==> config.mk <==
export PLATFORM = sky130hd
export DESIGN_NAME = spl_loop_ctrl
export DESIGN_NICKNAME = d
export VERILOG_FILES = /design/src/rtl/spl_pkg.sv /design/src/rtl/spl_loop_ctrl.sv
export SDC_FILE = /design/constraint.sdc
export NUM_CORES = 1
export LEC_CHECK = 0
export ABC_AREA = 1
export BUFFER_PORTS_ARGS = -buffer_cell sky130_fd_sc_hd__buf_4
export CAP_MARGIN = 20
export CORE_MARGIN = 5
export CORE_UTILIZATION = 51
export CTS_BUF_LIST = sky130_fd_sc_hd__clkbuf_4
export DETAILED_ROUTE_END_ITERATION = 12
export PLACE_DENSITY = 0.91
export SYNTH_ARGS = -nofsm -noshare
export SYNTH_HDL_FRONTEND = slang
export SYNTH_SLANG_ARGS = --single-unit
==> constraint.sdc <==
create_clock -name clk_sys -period 2.1 [get_ports clk_sys]
set_clock_uncertainty 0.05 [all_clocks]
set_input_delay 0.21 -clock clk_sys [delete_from_list [all_inputs] [get_ports clk_sys]]
set_output_delay 0.21 -clock clk_sys [all_outputs]
set_load 0.02 [all_outputs]
==> src/rtl/spl_pkg.sv <==
// Constants, register layout and carrier types for the system loop divider and lock control.
// Assumes a 32-bit APB master on the system clock and a reference clock sampled as a plain input.
package spl_pkg;

	////////////////////////////////////////////////////////////////////////////////
	// Bus and register map
	localparam int ADDR_W = 12;
	localparam logic [ADDR_W-1:0] LOOP_CTRL_OFS = 12'h000;
	localparam logic [ADDR_W-1:0] LOOP_STAT_OFS = 12'h004;

	// Control register fields
	localparam int FB_SEL_LSB = 0;
	localparam int FB_SEL_W = 5;
	localparam int POST_SEL_LSB = 5;
	localparam int POST_SEL_W = 2;
	localparam int BYPASS_BIT = 7;
	localparam int PD_BIT = 8;

	// Status register fields
	localparam int LOCK_BIT = 0;
	localparam int GOOD_LSB = 1;
	localparam int GOOD_W = 4;

	// Reset values: the loop starts powered down
	localparam logic [FB_SEL_W-1:0] FB_SEL_RST = 5'h00;
	localparam logic [POST_SEL_W-1:0] POST_SEL_RST = 2'h0;
	localparam logic BYPASS_RST = 1'b0;
	localparam logic PD_RST = 1'b1;

	////////////////////////////////////////////////////////////////////////////////
	// Lock detector timing
	localparam logic [GOOD_W-1:0] LOCK_RUN = 4'h8;
	localparam int PHASE_W = 8;
	localparam logic [PHASE_W-1:0] LOCK_WINDOW_DEF = 8'h02;

	////////////////////////////////////////////////////////////////////////////////
	// Carriers
	typedef struct packed {
		logic psel;
		logic penable;
		logic pwrite;
		logic [ADDR_W-1:0] paddr;
		logic [31:0] pwdata;
	} spl_apb_req_t;

	typedef struct packed {
		logic [31:0] prdata;
		logic pready;
		logic pslverr;
	} spl_apb_rsp_t;

	typedef enum logic [1:0] {
		POST_DIV1 = 2'b00,
		POST_DIV2 = 2'b01,
		POST_DIV4 = 2'b10,
		POST_DIV8 = 2'b11
	} spl_post_sel_t;

endpackage : spl_pkg

==> src/rtl/spl_loop_ctrl.sv <==
// Digital control of the system clock loop: post divider, feedback divider, lock detector,
// power-down handling and an APB register slave.
// Assumes ref_clk_in is synchronous to clk_sys and that the oscillator is modelled as a
// toggling flop advanced once per enabled system clock.
//
// Behaviour
// - Compare reference and feedback edges each reference period
// - Lock rises after more than eight good comparisons
// - One bad comparison clears counter and lock
// - Power-down stops oscillator, detector, resets dividers
// - Lock held low throughout power-down
// - After power-down, lock only once regained
// - Post divider divides by two times P
// - Feedback ratio M equals select plus one
// - Feedback clock is output divided by M
// - Bypass routes oscillator straight to output
// - Output equals M times reference, oscillator over 2P
`timescale 1ns/1ps

module spl_loop_ctrl #(
	parameter logic [spl_pkg::PHASE_W-1:0] LOCK_WINDOW = spl_pkg::LOCK_WINDOW_DEF
) (
	input wire logic clk_sys,
	input wire logic rst,
	input wire logic ce,
	input wire spl_pkg::spl_apb_req_t apb_req,
	output spl_pkg::spl_apb_rsp_t apb_rsp,
	input wire logic ref_clk_in,
	output logic loop_clk_out,
	output logic fb_clk_out,
	output logic lock_out
);

	////////////////////////////////////////////////////////////////////////////////
	// State

	typedef struct packed {
		logic [spl_pkg::FB_SEL_W-1:0] fb_sel;
		logic [spl_pkg::POST_SEL_W-1:0] post_sel;
		logic bypass;
		logic pd;
		logic osc;
		logic [3:0] post_cnt;
		logic [spl_pkg::FB_SEL_W-1:0] fb_cnt;
		logic clk_out;
		logic fb_pulse;
		logic ref_prev;
		logic [spl_pkg::PHASE_W-1:0] since_fb;
		logic [spl_pkg::GOOD_W-1:0] good_cnt;
		logic lock;
		logic [31:0] prdata;
		logic pready;
		logic pslverr;
	} spl_state_t;

	spl_state_t st_reg;
	spl_state_t st_next;

	// P value for a post select code
	function automatic logic [3:0] spl_post_p(input logic [spl_pkg::POST_SEL_W-1:0] sel);
		case (spl_pkg::spl_post_sel_t'(sel))
			spl_pkg::POST_DIV1: spl_post_p = 4'h1;
			spl_pkg::POST_DIV2: spl_post_p = 4'h2;
			spl_pkg::POST_DIV4: spl_post_p = 4'h4;
			spl_pkg::POST_DIV8: spl_post_p = 4'h8;
			default: spl_post_p = 4'h1;
		endcase
	endfunction : spl_post_p

	logic ref_edge;
	logic phase_good;
	logic osc_rise;
	logic access_start;
	logic access_done;
	logic word_ctrl;
	logic word_stat;

	assign ref_edge = ref_clk_in & ~st_reg.ref_prev;
	assign phase_good = st_reg.since_fb <= LOCK_WINDOW;
	assign osc_rise = ~st_reg.osc;
	assign access_start = apb_req.psel & apb_req.penable & ~st_reg.pready;
	assign access_done = apb_req.psel & apb_req.penable & st_reg.pready;
	assign word_ctrl = apb_req.paddr[spl_pkg::ADDR_W-1:2] == spl_pkg::LOOP_CTRL_OFS[spl_pkg::ADDR_W-1:2];
	assign word_stat = apb_req.paddr[spl_pkg::ADDR_W-1:2] == spl_pkg::LOOP_STAT_OFS[spl_pkg::ADDR_W-1:2];

	////////////////////////////////////////////////////////////////////////////////
	// Next state

	always_comb begin
		st_next = st_reg;
		st_next.fb_pulse = 1'b0;
		st_next.ref_prev = ref_clk_in;

		if (st_reg.pd) begin
			// Oscillator stopped, dividers and detector held in reset
			st_next.osc = 1'b0;
			st_next.post_cnt = 4'h0;
			st_next.fb_cnt = '0;
			st_next.clk_out = 1'b0;
			st_next.since_fb = '1;
			st_next.good_cnt = '0;
			st_next.lock = 1'b0;
		end else begin
			st_next.osc = ~st_reg.osc;
			if (st_reg.bypass) begin
				st_next.clk_out = ~st_reg.osc;
				st_next.post_cnt = 4'h0;
			end else if (osc_rise) begin
				// Toggle every P oscillator periods: period 2P, even duty
				if (st_reg.post_cnt == spl_post_p(st_reg.post_sel) - 4'h1) begin
					st_next.post_cnt = 4'h0;
					st_next.clk_out = ~st_reg.clk_out;
				end else begin
					st_next.post_cnt = st_reg.post_cnt + 4'h1;
				end
			end
			// Feedback pulse every M rising output edges
			if (st_next.clk_out & ~st_reg.clk_out) begin
				if (st_reg.fb_cnt == st_reg.fb_sel) begin
					st_next.fb_cnt = '0;
					st_next.fb_pulse = 1'b1;
				end else begin
					st_next.fb_cnt = st_reg.fb_cnt + 5'h01;
				end
			end
			if (st_next.fb_pulse) begin
				st_next.since_fb = '0;
			end else if (st_reg.since_fb != '1) begin
				st_next.since_fb = st_reg.since_fb + 8'h01;
			end
			// One comparison per reference period
			if (ref_edge) begin
				if (phase_good) begin
					if (st_reg.good_cnt <= spl_pkg::LOCK_RUN) begin
						st_next.good_cnt = st_reg.good_cnt + 4'h1;
					end
					st_next.lock = st_reg.good_cnt >= spl_pkg::LOCK_RUN;
				end else begin
					st_next.good_cnt = '0;
					st_next.lock = 1'b0;
				end
			end
		end

		// APB: decide in first access cycle, commit when pready is seen high
		st_next.pready = 1'b0;
		if (access_start) begin
			st_next.pready = 1'b1;
			st_next.pslverr = ~(word_ctrl | word_stat);
			st_next.prdata = 32'h0;
			if (!apb_req.pwrite && word_ctrl) begin
				st_next.prdata[spl_pkg::FB_SEL_LSB +: spl_pkg::FB_SEL_W] = st_reg.fb_sel;
				st_next.prdata[spl_pkg::POST_SEL_LSB +: spl_pkg::POST_SEL_W] = st_reg.post_sel;
				st_next.prdata[spl_pkg::BYPASS_BIT] = st_reg.bypass;
				st_next.prdata[spl_pkg::PD_BIT] = st_reg.pd;
			end else if (!apb_req.pwrite && word_stat) begin
				st_next.prdata[spl_pkg::LOCK_BIT] = st_reg.lock;
				st_next.prdata[spl_pkg::GOOD_LSB +: spl_pkg::GOOD_W] = st_reg.good_cnt;
			end
		end
		// Divider fields take effect at once; software should change them only in power-down
		if (access_done && apb_req.pwrite && word_ctrl) begin
			st_next.fb_sel = apb_req.pwdata[spl_pkg::FB_SEL_LSB +: spl_pkg::FB_SEL_W];
			st_next.post_sel = apb_req.pwdata[spl_pkg::POST_SEL_LSB +: spl_pkg::POST_SEL_W];
			st_next.bypass = apb_req.pwdata[spl_pkg::BYPASS_BIT];
			st_next.pd = apb_req.pwdata[spl_pkg::PD_BIT];
		end
	end

	////////////////////////////////////////////////////////////////////////////////
	// Registers

	always_ff @(posedge clk_sys) begin
		if (rst) begin
			st_reg <= '0;
			st_reg.fb_sel <= spl_pkg::FB_SEL_RST;
			st_reg.post_sel <= spl_pkg::POST_SEL_RST;
			st_reg.bypass <= spl_pkg::BYPASS_RST;
			st_reg.pd <= spl_pkg::PD_RST;
			st_reg.since_fb <= '1;
		end else if (ce) begin
			st_reg <= st_next;
		end
	end

	assign apb_rsp.prdata = st_reg.prdata;
	assign apb_rsp.pready = st_reg.pready;
	assign apb_rsp.pslverr = st_reg.pslverr;
	assign loop_clk_out = st_reg.clk_out;
	assign fb_clk_out = st_reg.fb_pulse;
	assign lock_out = st_reg.lock;
endmodule : spl_loop_ctrl

==> results.toml, run 1 <==
[outcome]
status = "completed"

[sta]
whs_ns = 0.0476
rsz0062_at_grt = "no"
fin_crit_ns = 1.75
tns_ns = 0
post-route-period-util_pct = 83.5
finalSetupViolations = 0
drv_slew = 0
final_hold_viol_count = 0
fmax_mhz = 571

[cells_and_area]
nets = 480
largest_register_ffs = 32
insertedDiodeCount = 0
fillCellCount = 495
syn2layout_area_growth_pct = 7.95
layout-drive-gt1-share_pct = 19.6

[floorplanning]
fp.dieArea_um2 = 7110
io_pins = 88
num_rows = 27
die_w_um = 84.3
start_util_pct = 51.8
core_um2 = 5440
die-height_um = 84.3

[logic_synthesis]
synth_area_um2 = 2820
ys_async_sr_fraction_pct = 0
synth-simple-area-share_pct = 31.0
synth_edf_count = 0
ys_seq_area_share_pct = 32.7
synthMuxAreaShare_pct = 0
yosysTopAreaCell = "dfxtp_1"
synth_top_family_by_area = "simple AND/OR/NAND/NOR gates"
synth_fa_ha_area_share_pct = 2.66
syn_avg_cell_area_um2 = 7.12
syn_inst = 396
synth-seq-cells = 46
synth_xor_area_share_pct = 3.42
synth-main-ff-cell = "dfxtp_1"
synth-compound-area-share_pct = 12.2
synth.distinct_cells = 37
synth_top_area_share_pct = 32.7
synth_area_leaders = "dfxtp_1, nand2_1, buf_4"
yosys_warnings = 0

[job]
drv_cap = 0

[grt]
grt_max_degree = 22
antenna_found_initial = 0
grtUsageTotal_pct = 16.4
overflow = 0
grt_pass1_wl_mm = 9.84
first_global_vias = 2315

[clock_tree]
post-cts-setup-buffer-count = 0
cts_resized = 0
cts_htree_levels = 2
cts_hold_buf = 0
cts_tree = "yes"
cts_num_sinks = 46
worstSkewPairLatency_ns = 0.36
path_clk_slew_ns = 0.13
root_buffer = "clkbuf_4"
cts_buffers = 5
clk_path_buf_depth = 2

[critical_path]
critical_path_class = "register to register"
critPathLaunchType = "register"
crit_arrival_ns = 1.97
path_max_fanout = 8
end_kind = "register"
crit_start = "st_reg[40]$_SDFFE_PP1P_"
r2r-start = "st_reg[40]$_SDFFE_PP1P_"
worstPathRequired_ns = 2.31

[detailed_routing]
vias_per_cell = 4.94
drt-wirelength-per-cell_um = 11.8
drt-initial-drc-count = 88
drc_errors = 0
drt_wl_total_mm = 5.87
dr.pass1.iters = 4
vias = 2447
ant_nets = 0

[worst_hold_path]
holdCritPathClass = "primary input to register"
hp-start = "apb_req[1]"

[pwr]
p_leak_nw = 1.40
cellPowerDensity_nw_per_um2 = 529
ir_drop_mv = 0.318
fin_total_pwr_mw = 1.61

[place]
place_hpwl_mm = 4.51
gp_congestion = 0.873
io_buffers = 39
layer usage:
layer | global-route usage, % | part of all wire, % | wire length, um | vias to the layer above
met3 | 4.42 | 7.2 | 425 | 10
li1 | - | - | - | 1267
met4 | 6.33 | 1.5 | 89 | 0
met2 | 28.5 | 49 | 2850 | 73
met5 | 0 | 0 | 0 | -
met1 | 19.3 | 43 | 2500 | 1097
final timing paths:
path	slack, ns	to	depth (start not counted)
worst max-delay path	0.35	st_reg[42]$_SDFFE_PP1P_	8
worst min-delay path	0.05	st_reg[65]$_SDFFE_PP0P_	3
worst max register to register	0.35	st_reg[42]$_SDFFE_PP1P_	8
worst min register to register	0.44	fb_clk_out$_SDFFE_PP0P_	2
power breakdown:
| part | leakage (nW) | switching (mW) | internal (mW) |
|---|---|---|---|
| clock | 0.0322 | 0.272 | 0.153 |
| sequential | 0.374 | 0.0208 | 0.896 |
| combinational | 0.996 | 0.174 | 0.0964 |
placed cells by master, fill, tap and decap left out, drive strengths merged:
cell and count:
clkinv 1, or2 2, clkbuf 7, xnor2 4
nor3 6, conb 23, dfxtp 46, nand3 37
inv 47, ha 6, nand2 93, o21ai 20
a21oi 33, nor2 32, xor2 7, nand4 9
buf 43, nor4 2, a31oi 1, o21bai 1
a211oi 3
critical path, cell delays in order, from the launching register on:
cell and delay, ns:
dfxtp_1 0.46, ha_1 0.21, nand2_1 0.09, inv_2 0.08
nand4_1 0.16, nor4_4 0.31, a21oi_4 0.15, nand2_1 0.09
nand3_1 0.06
stage by stage:
stage / cells / cell area [um2] / util, % / setup slack (ns)
global route: 495 / 3040 / 55.9 / 0.122
finish: 495 / 3040 / 55.9 / 0.347
detailed placement: 488 / 2990 / 55.0 / 0.343
floorplan: 418 / 2900 / - / 0.520
global placement: 488 / 2990 / 55.0 / 0.403
CTS: 495 / 3040 / 55.9 / 0.327
synthesized netlist by cell type, types with 2 or more instances:
library cell  instances
a211oi_1              2
a21oi_1              26
a21oi_2               6
buf_2                 4
buf_4                34
buf_6                 3
clkbuf_1              3
dfxtp_1              46
ha_1                  6
inv_1                40
inv_2                 7
nand2_1              86
nand2_2               4
nand2_4               3
nand3_1              35
nand3_2               2
nand4_1               8
nor2_1               28
nor2_2                2
nor2_4                2
nor3_1                6
nor4_4                2
o21ai_0               9
o21ai_1              10
xnor2_1               4
xor2_1                7
area by class of cell:
class	instances	area, um2	area share (%)
tap	72	90.1	2.96
sequential	46	921	30.3
multi-input combinational	279	1480	48.5
timing repair buffer	43	323	10.6
inverter	48	181	5.96
clock buffer	7	52.6	1.73
kinds of logic (layout without fill, tap and decap cells):
| family | count (synthesis) | count (layout) |
|---|---|---|
| compound gates | 58 | 58 |
| xor+xnor | 11 | 11 |
| fa+ha+maj | 6 | 6 |
| buf+inv | 93 | 98 |
| flops | 46 | 46 |
| other cells | 1 | 23 |
| simple gates | 181 | 181 |
Note: power is estimated with default switching activity, not from simulation.
==> run 2, diff against run 1 <==
--- a/config.mk
+++ b/config.mk
@@ -5,14 +5,14 @@
 export SDC_FILE = /design/constraint.sdc
 export NUM_CORES = 1
 export LEC_CHECK = 0
-export ABC_AREA = 1
+export ABC_AREA = 0
 export BUFFER_PORTS_ARGS = -buffer_cell sky130_fd_sc_hd__buf_4
 export CAP_MARGIN = 20
 export CORE_MARGIN = 5
-export CORE_UTILIZATION = 51
+export CORE_UTILIZATION = 47
 export CTS_BUF_LIST = sky130_fd_sc_hd__clkbuf_4
 export DETAILED_ROUTE_END_ITERATION = 12
-export PLACE_DENSITY = 0.91
+export PLACE_DENSITY = 0.9
 export SYNTH_ARGS = -nofsm -noshare
 export SYNTH_HDL_FRONTEND = slang
 export SYNTH_SLANG_ARGS = --single-unit
==> constraint.sdc (replaced) <==
create_clock -name clk_sys -period 1.48 [get_ports clk_sys]
set_clock_uncertainty 0.05 [all_clocks]
set_input_delay 0.148 -clock clk_sys [delete_from_list [all_inputs] [get_ports clk_sys]]
set_output_delay 0.148 -clock clk_sys [all_outputs]
set_load 0.02 [all_outputs]
==> results.toml, run 2 <==
[outcome]
status = "complete, but fails checks"
violations = "negative setup slack"

[sta]
fmax_mhz = 528
whs_ns = 0.0205
final_hold_viol_count = 0
fin_crit_ns = 1.89
drv_slew = 0
finalSetupViolations = 20
fin_ws_ns = -0.413
post-route-period-util_pct = 128
tns_ns = -5.70
rsz0062_at_grt = "yes"

[logic_synthesis]
ys_async_sr_fraction_pct = 0
yosys_warnings = 0
ys_top_cells_by_count = "dfxtp_1, nor2_1, buf_4"
ys_seq_area_share_pct = 36.5
yosysMostFrequentCell = "dfxtp_1"
syn_avg_cell_area_um2 = 8.18
synth_edf_count = 0
synth_area_leaders = "dfxtp_1, buf_4, nor2_1"
synth-seq-cells = 46
yosysTopAreaCell = "dfxtp_1"
synth-main-ff-cell = "dfxtp_1"
synth.distinct_cells = 42
synth_area_um2 = 2520
syn_inst = 308
synth_top_area_share_pct = 36.5

[place]
io_buffers = 39
place_hpwl_mm = 4.90
place_inst = 449
place_area_um2 = 3150
gp_congestion = 0.861

[floorplanning]
core_um2 = 5170
num_rows = 26
io_pins = 88
fp.dieArea_um2 = 6930
die-height_um = 83.2
die_w_um = 83.2
start_util_pct = 48.7

[job]
drv_cap = 0

[critical_path]
critical_path_class = "register to register"
r2r-start = "st_reg[56]$_SDFFE_PP0P_"
path_max_fanout = 12
worstPathRequired_ns = 1.70
r2r-end = "st_reg[46]$_SDFFE_PP1P_"
end_kind = "register"
rrSetupSlack_ns = -0.41
critPathLaunchType = "register"
crit_arrival_ns = 2.12
reg2regPathDepth = 7

[detailed_routing]
dr.pass1.iters = 4
drc_errors = 0
ant_nets = 0
drt-wirelength-per-cell_um = 14.9
vias = 2470
drt-initial-drc-count = 123
vias_per_cell = 5.24
drt_wl_total_mm = 7.00

[cells_and_area]
fin_area_um2 = 3550
largest_register_ffs = 32
layout-drive-gt1-share_pct = 39.2
finish.utilization_pct = 68.6
insertedDiodeCount = 0
fillCellCount = 357
mostFrequentLayoutCells = "buf_4, nor2_1, dfxtp_1"
stdcell_count = 471
nets = 457
syn2layout_area_growth_pct = 40.8
final_common_cell = "buf_4"

[clock_tree]
cts_buffers = 5
root_buffer = "clkbuf_4"
cts_htree_levels = 2
clk_path_buf_depth = 2
cts_tree = "yes"
path_clk_slew_ns = 0.14
cts_num_sinks = 46
worstSkewPairLatency_ns = 0.37

[grt]
grt_max_degree = 20
first_global_vias = 2511
grtUsageTotal_pct = 20.2
grt_pass1_wl_mm = 11.7
antenna_found_initial = 0
overflow = 0

[worst_hold_path]
min_to = "st_reg[68]$_SDFFE_PP0P_"
holdCritPathClass = "primary input to register"
hp-start = "apb_req[4]"
whs_path_depth = 3

[pwr]
ir_drop_mv = 0.372
p_leak_nw = 1.64
cellPowerDensity_nw_per_um2 = 678
==> run 2: changes by cell type in the layout (fill, tap and decap cells not counted), moves of 8 or more <==
cell,before,now
nand2_1,86,16
buf_4,43,96
dfxtp_1,46,37
inv_1,40,9
nand3_1,35,11
a22oi_1,0,9
dlygate4sd3_1,0,9
mux2i_1,0,10
nor2_1,28,42
a21oi_1,26,18
==> run 2: cells by family after synthesis <==
group	share of synthesized area [%]
DFF	36.5
muxes	7.00
xor gates and xnor gates	3.48
AOI/OAI and AO/OA	15.4
and+or+nand+nor	20.6
adders and majority gates	2.98
other	0.149
buffers and inverters	13.9
==> run 2: where the power goes <==
group | switching (mW) | internal, mW | total, mW
logic | 0.189 | 0.152 | 0.341
registers | 0.0147 | 1.25 | 1.26
clock network | 0.426 | 0.375 | 0.801
==> run 2: how the worst max path moves through the flow <==
stage          slack, ns  depth (start not counted)               startpoint                 endpoint
5_1_grt            -0.52                          7  st_reg[56]$_SDFFE_PP0P_  st_reg[46]$_SDFFE_PP1P_
4_1_cts            -0.38                          7  st_reg[63]$_SDFFE_PP0P_  st_reg[44]$_SDFFE_PP1P_
3_3_place_gp       -0.35                          6  st_reg[57]$_SDFFE_PP0P_  st_reg[46]$_SDFFE_PP1P_
2_1_floorplan      -0.37                          6  st_reg[58]$_SDFFE_PP0P_  st_reg[42]$_SDFFE_PP1P_
6_report           -0.41                          7  st_reg[56]$_SDFFE_PP0P_  st_reg[46]$_SDFFE_PP1P_
3_5_place_dp       -0.43                          6  st_reg[56]$_SDFFE_PP0P_  st_reg[46]$_SDFFE_PP1P_
==> run 2: cell type report <==
| class | count | area (um2) | share of cell area [%] |
|---|---|---|---|
| clock inverters | 2 | 37.5 | 1.06 |
| clock buffers | 6 | 45.0 | 1.27 |
| repair buffers | 111 | 887 | 25.0 |
| inverters | 9 | 33.8 | 0.952 |
| flip-flops and latches | 46 | 937 | 26.4 |
| multi-input cells | 227 | 1520 | 42.8 |
| well taps | 70 | 87.6 | 2.47 |
==> run 2: worst max-delay path: stages (launching register included) <==
cell and delay [ns]:
dfxtp_4 0.39, nor4_4 0.29, o21ai_2 0.08, a311o_1 0.35
buf_6 0.16, a21oi_1 0.13, o21ai_0 0.08, a211o_1 0.27
==> run 2: per-stage QoR <==
step                      setup slack (ns)  total power [mW]
after floorplan                     -0.375              1.51
after detailed placement            -0.433              1.59
after CTS                           -0.379              2.41
final                               -0.413              2.41
after global placement              -0.350              1.58
after global routing                -0.520              2.50
==> run 2: routing by layer <==
metal	share of wire [%]	global-route usage (%)	wire, um	up-vias
met2	53	37.3	3710	88
met5	0	0	0	-
met1	39	22.3	2710	1166
met4	2.4	7.58	168	0
met3	5.8	4.55	404	20
li1	-	-	-	1196
==> run 2: timing repair <==
action,CTS,global route
cloned,0,0
buffers inserted,5,1
hold endpoints to repair,9,0
endpoints found under the setup margin,26,33
pin swaps,10,13
hold buffers,9,0
resized for setup,26,17
